### src/rtl/debug_breakpoint_consts.vh
// register map, field positions and cause codes of the debug breakpoint unit
`ifndef DEBUG_BREAKPOINT_CONSTS_VH
`define DEBUG_BREAKPOINT_CONSTS_VH

// status-view register indices
`define DBU_THREAD_SEL_IDX      8'h13
`define DBU_REG_SEL_IDX         8'h14
`define DBU_CAUSE_IDX           8'h15
`define DBU_INFO_IDX            8'h16
`define DBU_STOP_VEC_IDX        8'h18
`define DBU_SCRATCH_BASE        8'h20
`define DBU_IBRK_ADDR_BASE      8'h30
`define DBU_IBRK_CTRL_BASE      8'h40
`define DBU_DWATCH_A_BASE       8'h50
`define DBU_DWATCH_B_BASE       8'h60
`define DBU_DWATCH_CTRL_BASE    8'h70
`define DBU_RWATCH_MASK_BASE    8'h80
`define DBU_RWATCH_VALUE_BASE   8'h90
`define DBU_RWATCH_CTRL_BASE    8'h9c

// decode masks: four-entry groups and the eight scratch words
`define DBU_GROUP4_MASK         8'hfc
`define DBU_GROUP8_MASK         8'hf8

// tile configuration view of the scratch words
`define DBU_CFG_SCRATCH_BASE    8'h20

// control register fields
`define DBU_CTRL_ENABLE_BIT     0
`define DBU_CTRL_MODE_BIT       1
`define DBU_CTRL_LOAD_BIT       2
`define DBU_CTRL_THREAD_LSB     16
`define DBU_CTRL_THREAD_MSB     23

// cause register fields
`define DBU_CAUSE_CODE_MSB      2
`define DBU_CAUSE_CODE_LSB      0
`define DBU_CAUSE_THREAD_MSB    15
`define DBU_CAUSE_THREAD_LSB    8
`define DBU_CAUSE_INDEX_MSB     17
`define DBU_CAUSE_INDEX_LSB     16

// cause codes
`define DBU_CAUSE_NONE          3'h0
`define DBU_CAUSE_HOST          3'h1
`define DBU_CAUSE_CALL          3'h2
`define DBU_CAUSE_IBREAK        3'h3
`define DBU_CAUSE_DWATCH        3'h4
`define DBU_CAUSE_RWATCH        3'h5

// reset values
`define DBU_ZERO32              32'h0000_0000
`define DBU_ZERO8               8'h00
`define DBU_ZERO5               5'h00

`endif

### src/rtl/debug_breakpoint_unit.v
// debug breakpoint and watchpoint unit of a multithreaded processor tile
//
// Function
// RULE_01: cause field codes host, call, ibreak, dwatch, rwatch
// RULE_02: record lowest firing breakpoint index
// RULE_03: index zero for host or call causes
// RULE_04: record causing thread, zero for host
// RULE_05: info holds data address or resource id
// RULE_06: stop vector holds threads outside debug mode
// RULE_07: stopped threads stay idle after debug return
// RULE_08: writable 8-bit thread select, upper bits reserved
// RULE_09: writable 5-bit register select
// RULE_10: four instruction breakpoints on program counter
// RULE_11: mode bit picks equal or not equal
// RULE_12: breakpoint gated by enable and thread mask
// RULE_13: four data watchpoints with two addresses
// RULE_14: mode bit picks AND or OR
// RULE_15: loads trigger only when load bit set
// RULE_16: data watch gated by enable and threads
// RULE_17: four resource watchpoints with mask, value
// RULE_18: mode bit picks condition A or B
// RULE_19: resource watch gated by enable and threads
// RULE_20: eight scratch words shared with config view
// RULE_21: host sets request bit to interrupt
// RULE_22: resource id masked then compared to value
// RULE_23: data address compared to address A, B
`timescale 1ns/10ps
`include "debug_breakpoint_consts.vh"

module debug_breakpoint_unit (
    // clock and reset
    input  wire        ref_clk_i,
    input  wire        rst_i,
    // status-view register port
    input  wire [7:0]  reg_addr_i,
    input  wire        reg_wr_i,
    input  wire        reg_rd_i,
    input  wire [31:0] reg_wdata_i,
    output reg  [31:0] reg_rdata_o,
    // tile configuration view of the scratch words
    input  wire [7:0]  cfg_addr_i,
    input  wire        cfg_wr_i,
    input  wire        cfg_rd_i,
    input  wire [31:0] cfg_wdata_i,
    output reg  [31:0] cfg_rdata_o,
    // asynchronous host request level from the jtag side
    input  wire        host_dbg_req_i,
    // instruction issue
    input  wire        pc_valid_i,
    input  wire [31:0] pc_i,
    input  wire [2:0]  pc_thread_i,
    input  wire        debug_call_instruction_i,
    // memory operations
    input  wire        mem_valid_i,
    input  wire        mem_load_i,
    input  wire [31:0] mem_addr_i,
    input  wire [2:0]  mem_thread_i,
    // resource operations
    input  wire        res_valid_i,
    input  wire [31:0] res_id_i,
    input  wire [2:0]  res_thread_i,
    // debug mode control
    input  wire        debug_return_i,
    output wire        debug_irq_o,
    output wire        debug_mode_o,
    output wire [7:0]  thread_halt_o,
    output wire [7:0]  debug_read_core_register_thread_o,
    output wire [4:0]  debug_read_core_register_index_o
);

    reg  [7:0]  thread_sel_q;
    reg  [4:0]  reg_sel_q;
    reg  [31:0] cause_q;
    reg  [31:0] info_q;
    reg  [7:0]  stop_vec_q;
    reg  [31:0] scratch_q [0:7];
    reg  [31:0] ibrk_addr_q [0:3];
    reg  [31:0] ibrk_ctrl_q [0:3];
    reg  [31:0] dw_addr_a_q [0:3];
    reg  [31:0] dw_addr_b_q [0:3];
    reg  [31:0] dw_ctrl_q [0:3];
    reg  [31:0] rw_mask_q [0:3];
    reg  [31:0] rw_value_q [0:3];
    reg  [31:0] rw_ctrl_q [0:3];
    reg         debug_mode_q;
    reg         host_meta_q;
    reg         host_sync_q;

    wire [3:0]  ibrk_hit;
    wire [3:0]  dw_hit;
    wire [3:0]  rw_hit;

    // host request crosses from the jtag side; first flop feeds only the second
    always @(posedge ref_clk_i) begin
        if (rst_i) begin
            host_meta_q <= 1'b0;
            host_sync_q <= 1'b0;
        end else begin
            host_meta_q <= host_dbg_req_i;
            host_sync_q <= host_meta_q;
        end
    end

    // per-entry comparators
    genvar k;
    generate
        for (k = 0; k < 4; k = k + 1) begin : g_watch
            wire [7:0] ib_thr = ibrk_ctrl_q[k][`DBU_CTRL_THREAD_MSB:`DBU_CTRL_THREAD_LSB];
            wire [7:0] dw_thr = dw_ctrl_q[k][`DBU_CTRL_THREAD_MSB:`DBU_CTRL_THREAD_LSB];
            wire [7:0] rw_thr = rw_ctrl_q[k][`DBU_CTRL_THREAD_MSB:`DBU_CTRL_THREAD_LSB];
            wire pc_eq  = (pc_i == ibrk_addr_q[k]);
            wire pc_cond = ibrk_ctrl_q[k][`DBU_CTRL_MODE_BIT] ? ~pc_eq : pc_eq; // [RULE_11]
            wire cond_a = (mem_addr_i == dw_addr_a_q[k]); // [RULE_23]
            wire cond_b = (mem_addr_i == dw_addr_b_q[k]); // [RULE_23]
            wire dw_cond = dw_ctrl_q[k][`DBU_CTRL_MODE_BIT] ? (cond_a | cond_b)
                                                            : (cond_a & cond_b); // [RULE_14]
            // stores always qualify, loads only on request
            wire dw_kind = ~mem_load_i | dw_ctrl_q[k][`DBU_CTRL_LOAD_BIT]; // [RULE_15]
            wire rw_eq  = ((res_id_i & rw_mask_q[k]) == rw_value_q[k]); // [RULE_22]
            wire rw_cond = rw_ctrl_q[k][`DBU_CTRL_MODE_BIT] ? ~rw_eq : rw_eq; // [RULE_18]

            assign ibrk_hit[k] = pc_valid_i & ibrk_ctrl_q[k][`DBU_CTRL_ENABLE_BIT]
                               & ib_thr[pc_thread_i] & pc_cond; // [RULE_10] [RULE_12]
            assign dw_hit[k]   = mem_valid_i & dw_ctrl_q[k][`DBU_CTRL_ENABLE_BIT]
                               & dw_thr[mem_thread_i] & dw_kind & dw_cond; // [RULE_16]
            assign rw_hit[k]   = res_valid_i & rw_ctrl_q[k][`DBU_CTRL_ENABLE_BIT]
                               & rw_thr[res_thread_i] & rw_cond; // [RULE_19]
        end
    endgenerate

    // lowest set bit of a four-entry hit vector
    function [1:0] lowest;
        input [3:0] hits;
        begin
            if (hits[0])
                lowest = 2'h0;
            else if (hits[1])
                lowest = 2'h1;
            else if (hits[2])
                lowest = 2'h2;
            else
                lowest = 2'h3;
        end
    endfunction

    // event selection; nothing fires while already in debug mode
    reg         evt_fire;
    reg  [2:0]  evt_code;
    reg  [1:0]  evt_index;
    reg  [2:0]  evt_thread;
    reg         evt_info_load;
    reg  [31:0] evt_info;

    always @* begin
        evt_fire      = 1'b0;
        evt_code      = `DBU_CAUSE_NONE;
        evt_index     = 2'h0;
        evt_thread    = 3'h0;
        evt_info_load = 1'b0;
        evt_info      = mem_addr_i;
        if (!debug_mode_q) begin
            if (host_sync_q) begin
                evt_fire   = 1'b1;
                evt_code   = `DBU_CAUSE_HOST; // [RULE_01] [RULE_21]
                evt_index  = 2'h0; // [RULE_03]
                evt_thread = 3'h0; // [RULE_04]
            end else if (pc_valid_i && debug_call_instruction_i) begin
                evt_fire   = 1'b1;
                evt_code   = `DBU_CAUSE_CALL; // [RULE_01]
                evt_index  = 2'h0; // [RULE_03]
                evt_thread = pc_thread_i; // [RULE_04]
            end else if (|ibrk_hit) begin
                evt_fire   = 1'b1;
                evt_code   = `DBU_CAUSE_IBREAK; // [RULE_01]
                evt_index  = lowest(ibrk_hit); // [RULE_02]
                evt_thread = pc_thread_i; // [RULE_04]
            end else if (|dw_hit) begin
                evt_fire      = 1'b1;
                evt_code      = `DBU_CAUSE_DWATCH; // [RULE_01]
                evt_index     = lowest(dw_hit); // [RULE_02]
                evt_thread    = mem_thread_i; // [RULE_04]
                evt_info_load = 1'b1;
                evt_info      = mem_addr_i; // [RULE_05]
            end else if (|rw_hit) begin
                evt_fire      = 1'b1;
                evt_code      = `DBU_CAUSE_RWATCH; // [RULE_01]
                evt_index     = lowest(rw_hit); // [RULE_02]
                evt_thread    = res_thread_i; // [RULE_04]
                evt_info_load = 1'b1;
                evt_info      = res_id_i; // [RULE_05]
            end
        end
    end

    // address decode of the status view
    wire in_scratch = ((reg_addr_i & `DBU_GROUP8_MASK) == `DBU_SCRATCH_BASE);
    wire in_ib_addr = ((reg_addr_i & `DBU_GROUP4_MASK) == `DBU_IBRK_ADDR_BASE);
    wire in_ib_ctrl = ((reg_addr_i & `DBU_GROUP4_MASK) == `DBU_IBRK_CTRL_BASE);
    wire in_dw_a    = ((reg_addr_i & `DBU_GROUP4_MASK) == `DBU_DWATCH_A_BASE);
    wire in_dw_b    = ((reg_addr_i & `DBU_GROUP4_MASK) == `DBU_DWATCH_B_BASE);
    wire in_dw_ctrl = ((reg_addr_i & `DBU_GROUP4_MASK) == `DBU_DWATCH_CTRL_BASE);
    wire in_rw_mask = ((reg_addr_i & `DBU_GROUP4_MASK) == `DBU_RWATCH_MASK_BASE);
    wire in_rw_val  = ((reg_addr_i & `DBU_GROUP4_MASK) == `DBU_RWATCH_VALUE_BASE);
    wire in_rw_ctrl = ((reg_addr_i & `DBU_GROUP4_MASK) == `DBU_RWATCH_CTRL_BASE);
    wire cfg_scratch = ((cfg_addr_i & `DBU_GROUP8_MASK) == `DBU_CFG_SCRATCH_BASE);
    wire [1:0] sel4  = reg_addr_i[1:0];

    // writable control bits of the three control register kinds
    wire [31:0] ctrl2_w = {8'h00, reg_wdata_i[23:16], 14'h0000, reg_wdata_i[1:0]};
    wire [31:0] ctrl3_w = {8'h00, reg_wdata_i[23:16], 13'h0000, reg_wdata_i[2:0]};

    integer i;

    always @(posedge ref_clk_i) begin
        if (rst_i) begin
            thread_sel_q <= `DBU_ZERO8;
            reg_sel_q    <= `DBU_ZERO5;
            cause_q      <= `DBU_ZERO32; // [RULE_01]
            info_q       <= `DBU_ZERO32;
            stop_vec_q   <= `DBU_ZERO8;
            debug_mode_q <= 1'b0;
            for (i = 0; i < 8; i = i + 1)
                scratch_q[i] <= `DBU_ZERO32;
            for (i = 0; i < 4; i = i + 1) begin
                ibrk_addr_q[i] <= `DBU_ZERO32;
                ibrk_ctrl_q[i] <= `DBU_ZERO32; // [RULE_12]
                dw_addr_a_q[i] <= `DBU_ZERO32;
                dw_addr_b_q[i] <= `DBU_ZERO32;
                dw_ctrl_q[i]   <= `DBU_ZERO32; // [RULE_15] [RULE_16]
                rw_mask_q[i]   <= `DBU_ZERO32;
                rw_value_q[i]  <= `DBU_ZERO32;
                rw_ctrl_q[i]   <= `DBU_ZERO32; // [RULE_19]
            end
        end else begin
            // config view first so a status-view write to the same word wins
            if (cfg_wr_i && cfg_scratch)
                scratch_q[cfg_addr_i[2:0]] <= cfg_wdata_i; // [RULE_20]
            if (reg_wr_i) begin
                if (reg_addr_i == `DBU_THREAD_SEL_IDX)
                    thread_sel_q <= reg_wdata_i[7:0]; // [RULE_08]
                if (reg_addr_i == `DBU_REG_SEL_IDX)
                    reg_sel_q <= reg_wdata_i[4:0]; // [RULE_09]
                if (reg_addr_i == `DBU_CAUSE_IDX)
                    cause_q <= {14'h0000, reg_wdata_i[17:8], 5'h00, reg_wdata_i[2:0]};
                if (reg_addr_i == `DBU_INFO_IDX)
                    info_q <= reg_wdata_i;
                if (reg_addr_i == `DBU_STOP_VEC_IDX)
                    stop_vec_q <= reg_wdata_i[7:0]; // [RULE_06]
                if (in_scratch)
                    scratch_q[reg_addr_i[2:0]] <= reg_wdata_i; // [RULE_20]
                if (in_ib_addr)
                    ibrk_addr_q[sel4] <= reg_wdata_i;
                if (in_ib_ctrl)
                    ibrk_ctrl_q[sel4] <= ctrl2_w;
                if (in_dw_a)
                    dw_addr_a_q[sel4] <= reg_wdata_i; // [RULE_13]
                if (in_dw_b)
                    dw_addr_b_q[sel4] <= reg_wdata_i; // [RULE_13]
                if (in_dw_ctrl)
                    dw_ctrl_q[sel4] <= ctrl3_w;
                if (in_rw_mask)
                    rw_mask_q[sel4] <= reg_wdata_i; // [RULE_17]
                if (in_rw_val)
                    rw_value_q[sel4] <= reg_wdata_i; // [RULE_17]
                if (in_rw_ctrl)
                    rw_ctrl_q[sel4] <= ctrl2_w;
            end
            // a captured event overrides a software write to cause, and to info on watch events, in the same cycle
            if (evt_fire) begin
                debug_mode_q <= 1'b1;
                cause_q <= {14'h0000, evt_index, 5'h00, evt_thread, 5'h00, evt_code};
                if (evt_info_load)
                    info_q <= evt_info; // [RULE_05]
            end else if (debug_return_i) begin
                debug_mode_q <= 1'b0; // [RULE_07]
            end
        end
    end

    // registered read data, one cycle after the strobe
    always @(posedge ref_clk_i) begin
        if (rst_i) begin
            reg_rdata_o <= `DBU_ZERO32;
            cfg_rdata_o <= `DBU_ZERO32;
        end else begin
            if (reg_rd_i) begin
                if (reg_addr_i == `DBU_THREAD_SEL_IDX)
                    reg_rdata_o <= {24'h00_0000, thread_sel_q}; // [RULE_08]
                else if (reg_addr_i == `DBU_REG_SEL_IDX)
                    reg_rdata_o <= {27'h000_0000, reg_sel_q};
                else if (reg_addr_i == `DBU_CAUSE_IDX)
                    reg_rdata_o <= cause_q;
                else if (reg_addr_i == `DBU_INFO_IDX)
                    reg_rdata_o <= info_q;
                else if (reg_addr_i == `DBU_STOP_VEC_IDX)
                    reg_rdata_o <= {24'h00_0000, stop_vec_q};
                else if (in_scratch)
                    reg_rdata_o <= scratch_q[reg_addr_i[2:0]];
                else if (in_ib_addr)
                    reg_rdata_o <= ibrk_addr_q[sel4];
                else if (in_ib_ctrl)
                    reg_rdata_o <= ibrk_ctrl_q[sel4];
                else if (in_dw_a)
                    reg_rdata_o <= dw_addr_a_q[sel4];
                else if (in_dw_b)
                    reg_rdata_o <= dw_addr_b_q[sel4];
                else if (in_dw_ctrl)
                    reg_rdata_o <= dw_ctrl_q[sel4];
                else if (in_rw_mask)
                    reg_rdata_o <= rw_mask_q[sel4];
                else if (in_rw_val)
                    reg_rdata_o <= rw_value_q[sel4];
                else if (in_rw_ctrl)
                    reg_rdata_o <= rw_ctrl_q[sel4];
                else
                    reg_rdata_o <= `DBU_ZERO32;
            end
            if (cfg_rd_i)
                cfg_rdata_o <= cfg_scratch ? scratch_q[cfg_addr_i[2:0]] : `DBU_ZERO32;
        end
    end

    assign debug_irq_o  = evt_fire;
    assign debug_mode_o = debug_mode_q;
    // in debug mode the whole machine is held; outside it only the stopped threads
    assign thread_halt_o = debug_mode_q ? 8'hff : stop_vec_q; // [RULE_06] [RULE_07]
    assign debug_read_core_register_thread_o = thread_sel_q;
    assign debug_read_core_register_index_o  = reg_sel_q;

endmodule // debug_breakpoint_unit

### config.mk
export PLATFORM = sky130hd
export DESIGN_NAME = debug_breakpoint_unit
export DESIGN_NICKNAME = d
export VERILOG_FILES = /design/src/rtl/debug_breakpoint_unit.v
export VERILOG_INCLUDE_DIRS = /design/src /design/src/rtl
export SDC_FILE = /design/constraint.sdc
export NUM_CORES = 2
export LEC_CHECK = 0
export BUFFER_PORTS_ARGS = -buffer_cell sky130_fd_sc_hd__buf_2
export CAP_MARGIN = 20
export CORE_MARGIN = 1.5
export CORE_UTILIZATION = 62
export CTS_CLUSTER_DIAMETER = 40
export DETAILED_ROUTE_END_ITERATION = 6
export PLACE_DENSITY = 0.8
export SLEW_MARGIN = 20
export SYNTH_ARGS = -nofsm -noshare
export SYNTH_HDL_FRONTEND = slang
export SYNTH_SLANG_ARGS = --single-unit
export TNS_END_PERCENT = 50
### constraint.sdc
create_clock -name ref_clk_i -period 5.23 [get_ports ref_clk_i]
set_clock_uncertainty 0.1 [all_clocks]
set_input_delay 0.523 -clock ref_clk_i [delete_from_list [all_inputs] [get_ports ref_clk_i]]
set_output_delay 0.523 -clock ref_clk_i [all_outputs]
set_load 0.01 [all_outputs]
==> results.toml <==
[pwr]
power_w = 0.0249
p_per_area_nw_per_um2 = 355
vdd_drop_max_mv = 0.263
power_leakage_nw = 26.9

[min_path]
holdPathEnd = "scratch_q[6][2]"
min_path_cells = 2
min_path_type = "input pin to flip-flop"
hp-start = "cfg_wdata_i[2]"

[cells_and_area]
fin_nets = 5208
syn2layout_area_growth_pct = 13.5
n_fill_cell = 6470
layout-drive-gt1-share = 0.223

[grt]
grt_max_degree = 111
track_usage = 0.493
grt_pass1_vias = 46400
grt_pass1_wl_um = 351000
antenna_found_initial = 56
grt_overflow = 0

[logic_synthesis]
yosysTopAreaCell = "edfxtp_1"
yosys_most_used_dff = "edfxtp_1"
syn_inst = 4901
synth_nets = 5099
synth.most_common_cell = "edfxtp_1"
synth_seq_area_share = 0.539
synth_common_cells = "edfxtp_1, nor2_1, xor2_1"
syn_avg_cell_area_um2 = 12.6
ys_types = 72
yosys-top-cells-area = "edfxtp_1, mux4_2, xor2_1"
ys_ff_latch = 1153
synth_edf_count = 1020
synth-warning-count = 0
synth_top_area_frac = 0.496
syn-cell-area_um2 = 61800
synthArstFlopShare = 0

[critical_path]
rr_endpoint = "cause_q[8]"
end_kind = "primary output"
path_delay_family = "compound AO/OA/AOI/OAI gates"
path_max_fanout = 10
rr_worst_depth = 11
r2r_setup_slack_ps = 660
cp_cell_sequence = "xnor2_1 > nand4_1 > nor4_1 > a21boi_0 > o211ai_1 > nand4_2 > a21oi_4 > a41o_1 > inv_2 > buf_2"
critPathMaxStageDelay_ps = 690
regToRegStartpoint = "ibrk_addr_q[1][7]"
cp.required_ps = 4610
worst_path_max_delay_cell = "nor4_1"
start_kind = "flip-flop"
crit_buf_inv = 2
critPathKind = "flip-flop to primary output"
worstPathArrival_ps = 4540

[sta]
final_max_slew_viol_count = 0
timing.final.ws_setup_ps = 69.3
finalSetupViolations = 0
hold_viol = 0
rsz0062_at_grt = "no"
period_minus_slack_ps = 5160
tns_ps = 0
worst_pin_slew_ps = 1120
fmaxAchievable_ghz = 0.194
relSlewSlack = 0.251
post-route-period-util = 0.987

[place]
portBuffers = 284
gp_congestion = 1.10
pre_cts_slack_ps = 700
hpwl_um = 168000

[detailed_routing]
via_count = 49900
drt_iter0_markers = 11000
vias_per_cell = 7.70
wl_per_cell_um = 38.8
drtAntennaViolNets = 0
drt_wl_total_um = 251000
drc = 0
drt-pass1-iter-count = 7

[cts]
cts_tree = "yes"
post_cts_buffers = 0
post_cts_resized = 0
clk_latency_ps = 800
cts_buffer_depth = 3
cts_buffers = 158
cts_root_buf = "clkbuf_16"
cts.htree.levels = 4
clkSlewWorstSetupHoldPaths_ps = 60
cts.sinks = 1153

[floorplan]
io_pins = 285
die_area_um2 = 102000
die_x_um = 319
core.rowCount = 115
coreArea_um2 = 98600
start_util = 0.627
die_y_um = 319

[status]
outcome = "completed"

[run]
cap_violations = 0
-- worst register-to-register path: stages (launching register included) --
cell and delay, ps:
edfxtp_1 460, xnor2_1 170, nand4_1 190, nor4_1 690, a21boi_0 220, o211ai_1 600, nand4_2 370, a21oi_4 410
a41o_1 460, buf_4 260, and2_1 320, a221oi_1 140
-- per-stage QoR --
stage	instances	util	hold slack [ps]	instance area, µm²
after CTS	6425	0.710	17.5	69900
after floorplan	4901	-	314	61800
after detailed placement	6129	0.654	348	64500
final	6480	0.712	44.1	70200
after global placement	6128	0.654	345	64500
after global routing	6449	0.711	57.0	70100
-- cells in the final DEF (no fill, tap or decap), drive strengths merged, types with 9 or more instances in the layout --
cell type / n
nor3: 10
nand3: 69
a221oi: 44
mux2i: 104
and3b: 34
buf: 436
nand2b: 16
a21oi: 168
or3: 10
nor2: 474
xnor2: 32
and2: 87
a22o: 262
clkbuf: 186
xor2: 353
o22a: 32
nand2: 217
o211ai: 11
a22oi: 95
clkinv: 51
nor2b: 10
a211oi: 39
inv: 154
o22ai: 38
bufinv: 20
a21boi: 33
a21o: 54
dfxtp: 133
nor4: 100
diode: 49
edfxtp: 1020
clkinvlp: 12
o21ai: 34
nand4: 68
or2: 9
and3: 313
mux4: 340
-- cells by family (layout without fill, tap and decap cells) --
logic type / after synthesis / after routing / synth area share
buf+inv: 618 / 861 / 0.0394
compound gates: 859 / 859 / 0.107
simple gates: 1430 / 1430 / 0.117
xor+xnor: 385 / 385 / 0.0546
mux: 452 / 452 / 0.142
fa+ha+maj: 4 / 4 / 0.000648
other cells: 0 / 49 / 0
flops: 1153 / 1153 / 0.539
-- where the power goes --
group	total, W	switching (W)	internal, W
Sequential	0.0109	0.000381	0.0105
Clock	0.0112	0.00442	0.00680
Combinational	0.00280	0.00186	0.000942
-- state kept, by name, indices dropped and copies added (netlist names), 40 cells and up --
| signal | flops |
|---|---|
| scratch_q | 256 |
| dw_addr_a_q | 128 |
| dw_addr_b_q | 128 |
| ibrk_addr_q | 128 |
| rw_mask_q | 128 |
| rw_value_q | 128 |
| dw_ctrl_q | 44 |
| ibrk_ctrl_q | 40 |
| rw_ctrl_q | 40 |
-- layout make-up --
type                            instances  area (µm²)  share of cell area
Antenna cell                           49         123             0.00175
Clock buffer                          186        4180              0.0596
Timing Repair Buffer                  438        2810              0.0401
Inverter                              129         485             0.00692
Multi-Input combinational cell       3130       26400               0.376
Tap cell                             1287        1610              0.0230
Sequential cell                      1153       33300               0.475
Clock inverter                        108        1280              0.0182
-- worst max path at each step --
| stage | start | to | cells after the start |
|---|---|---|---|
| global placement | pc_i[12] | cause_q[9] | 12 |
| global route | ibrk_addr_q[1][7] | debug_irq_o | 10 |
| floorplan | reg_addr_i[0] | dw_addr_a_q[3][0] | 6 |
| CTS | ibrk_addr_q[1][7] | debug_irq_o | 10 |
| finish | ibrk_addr_q[1][7] | debug_irq_o | 10 |
| detailed placement | pc_i[29] | cause_q[8] | 12 |
-- per-layer routing --
layer  global-route usage  routed length, µm  part of all wire  up-vias
met4                0.356              23000             0.092       36
met5              0.00331                245           0.00098        -
met2                0.684             104000              0.41     5544
met3                0.205              45900              0.18     1244
li1                     -                  -                 -    19100
met1                0.623              78500              0.31    24000
-- repair_timing --
item | CTS | global route
endpoints found under the setup margin | 0 | 0
hold buffers | 2 | 0
hold endpoints to repair | 2 | 0
(Power assumes the default switching activity.)
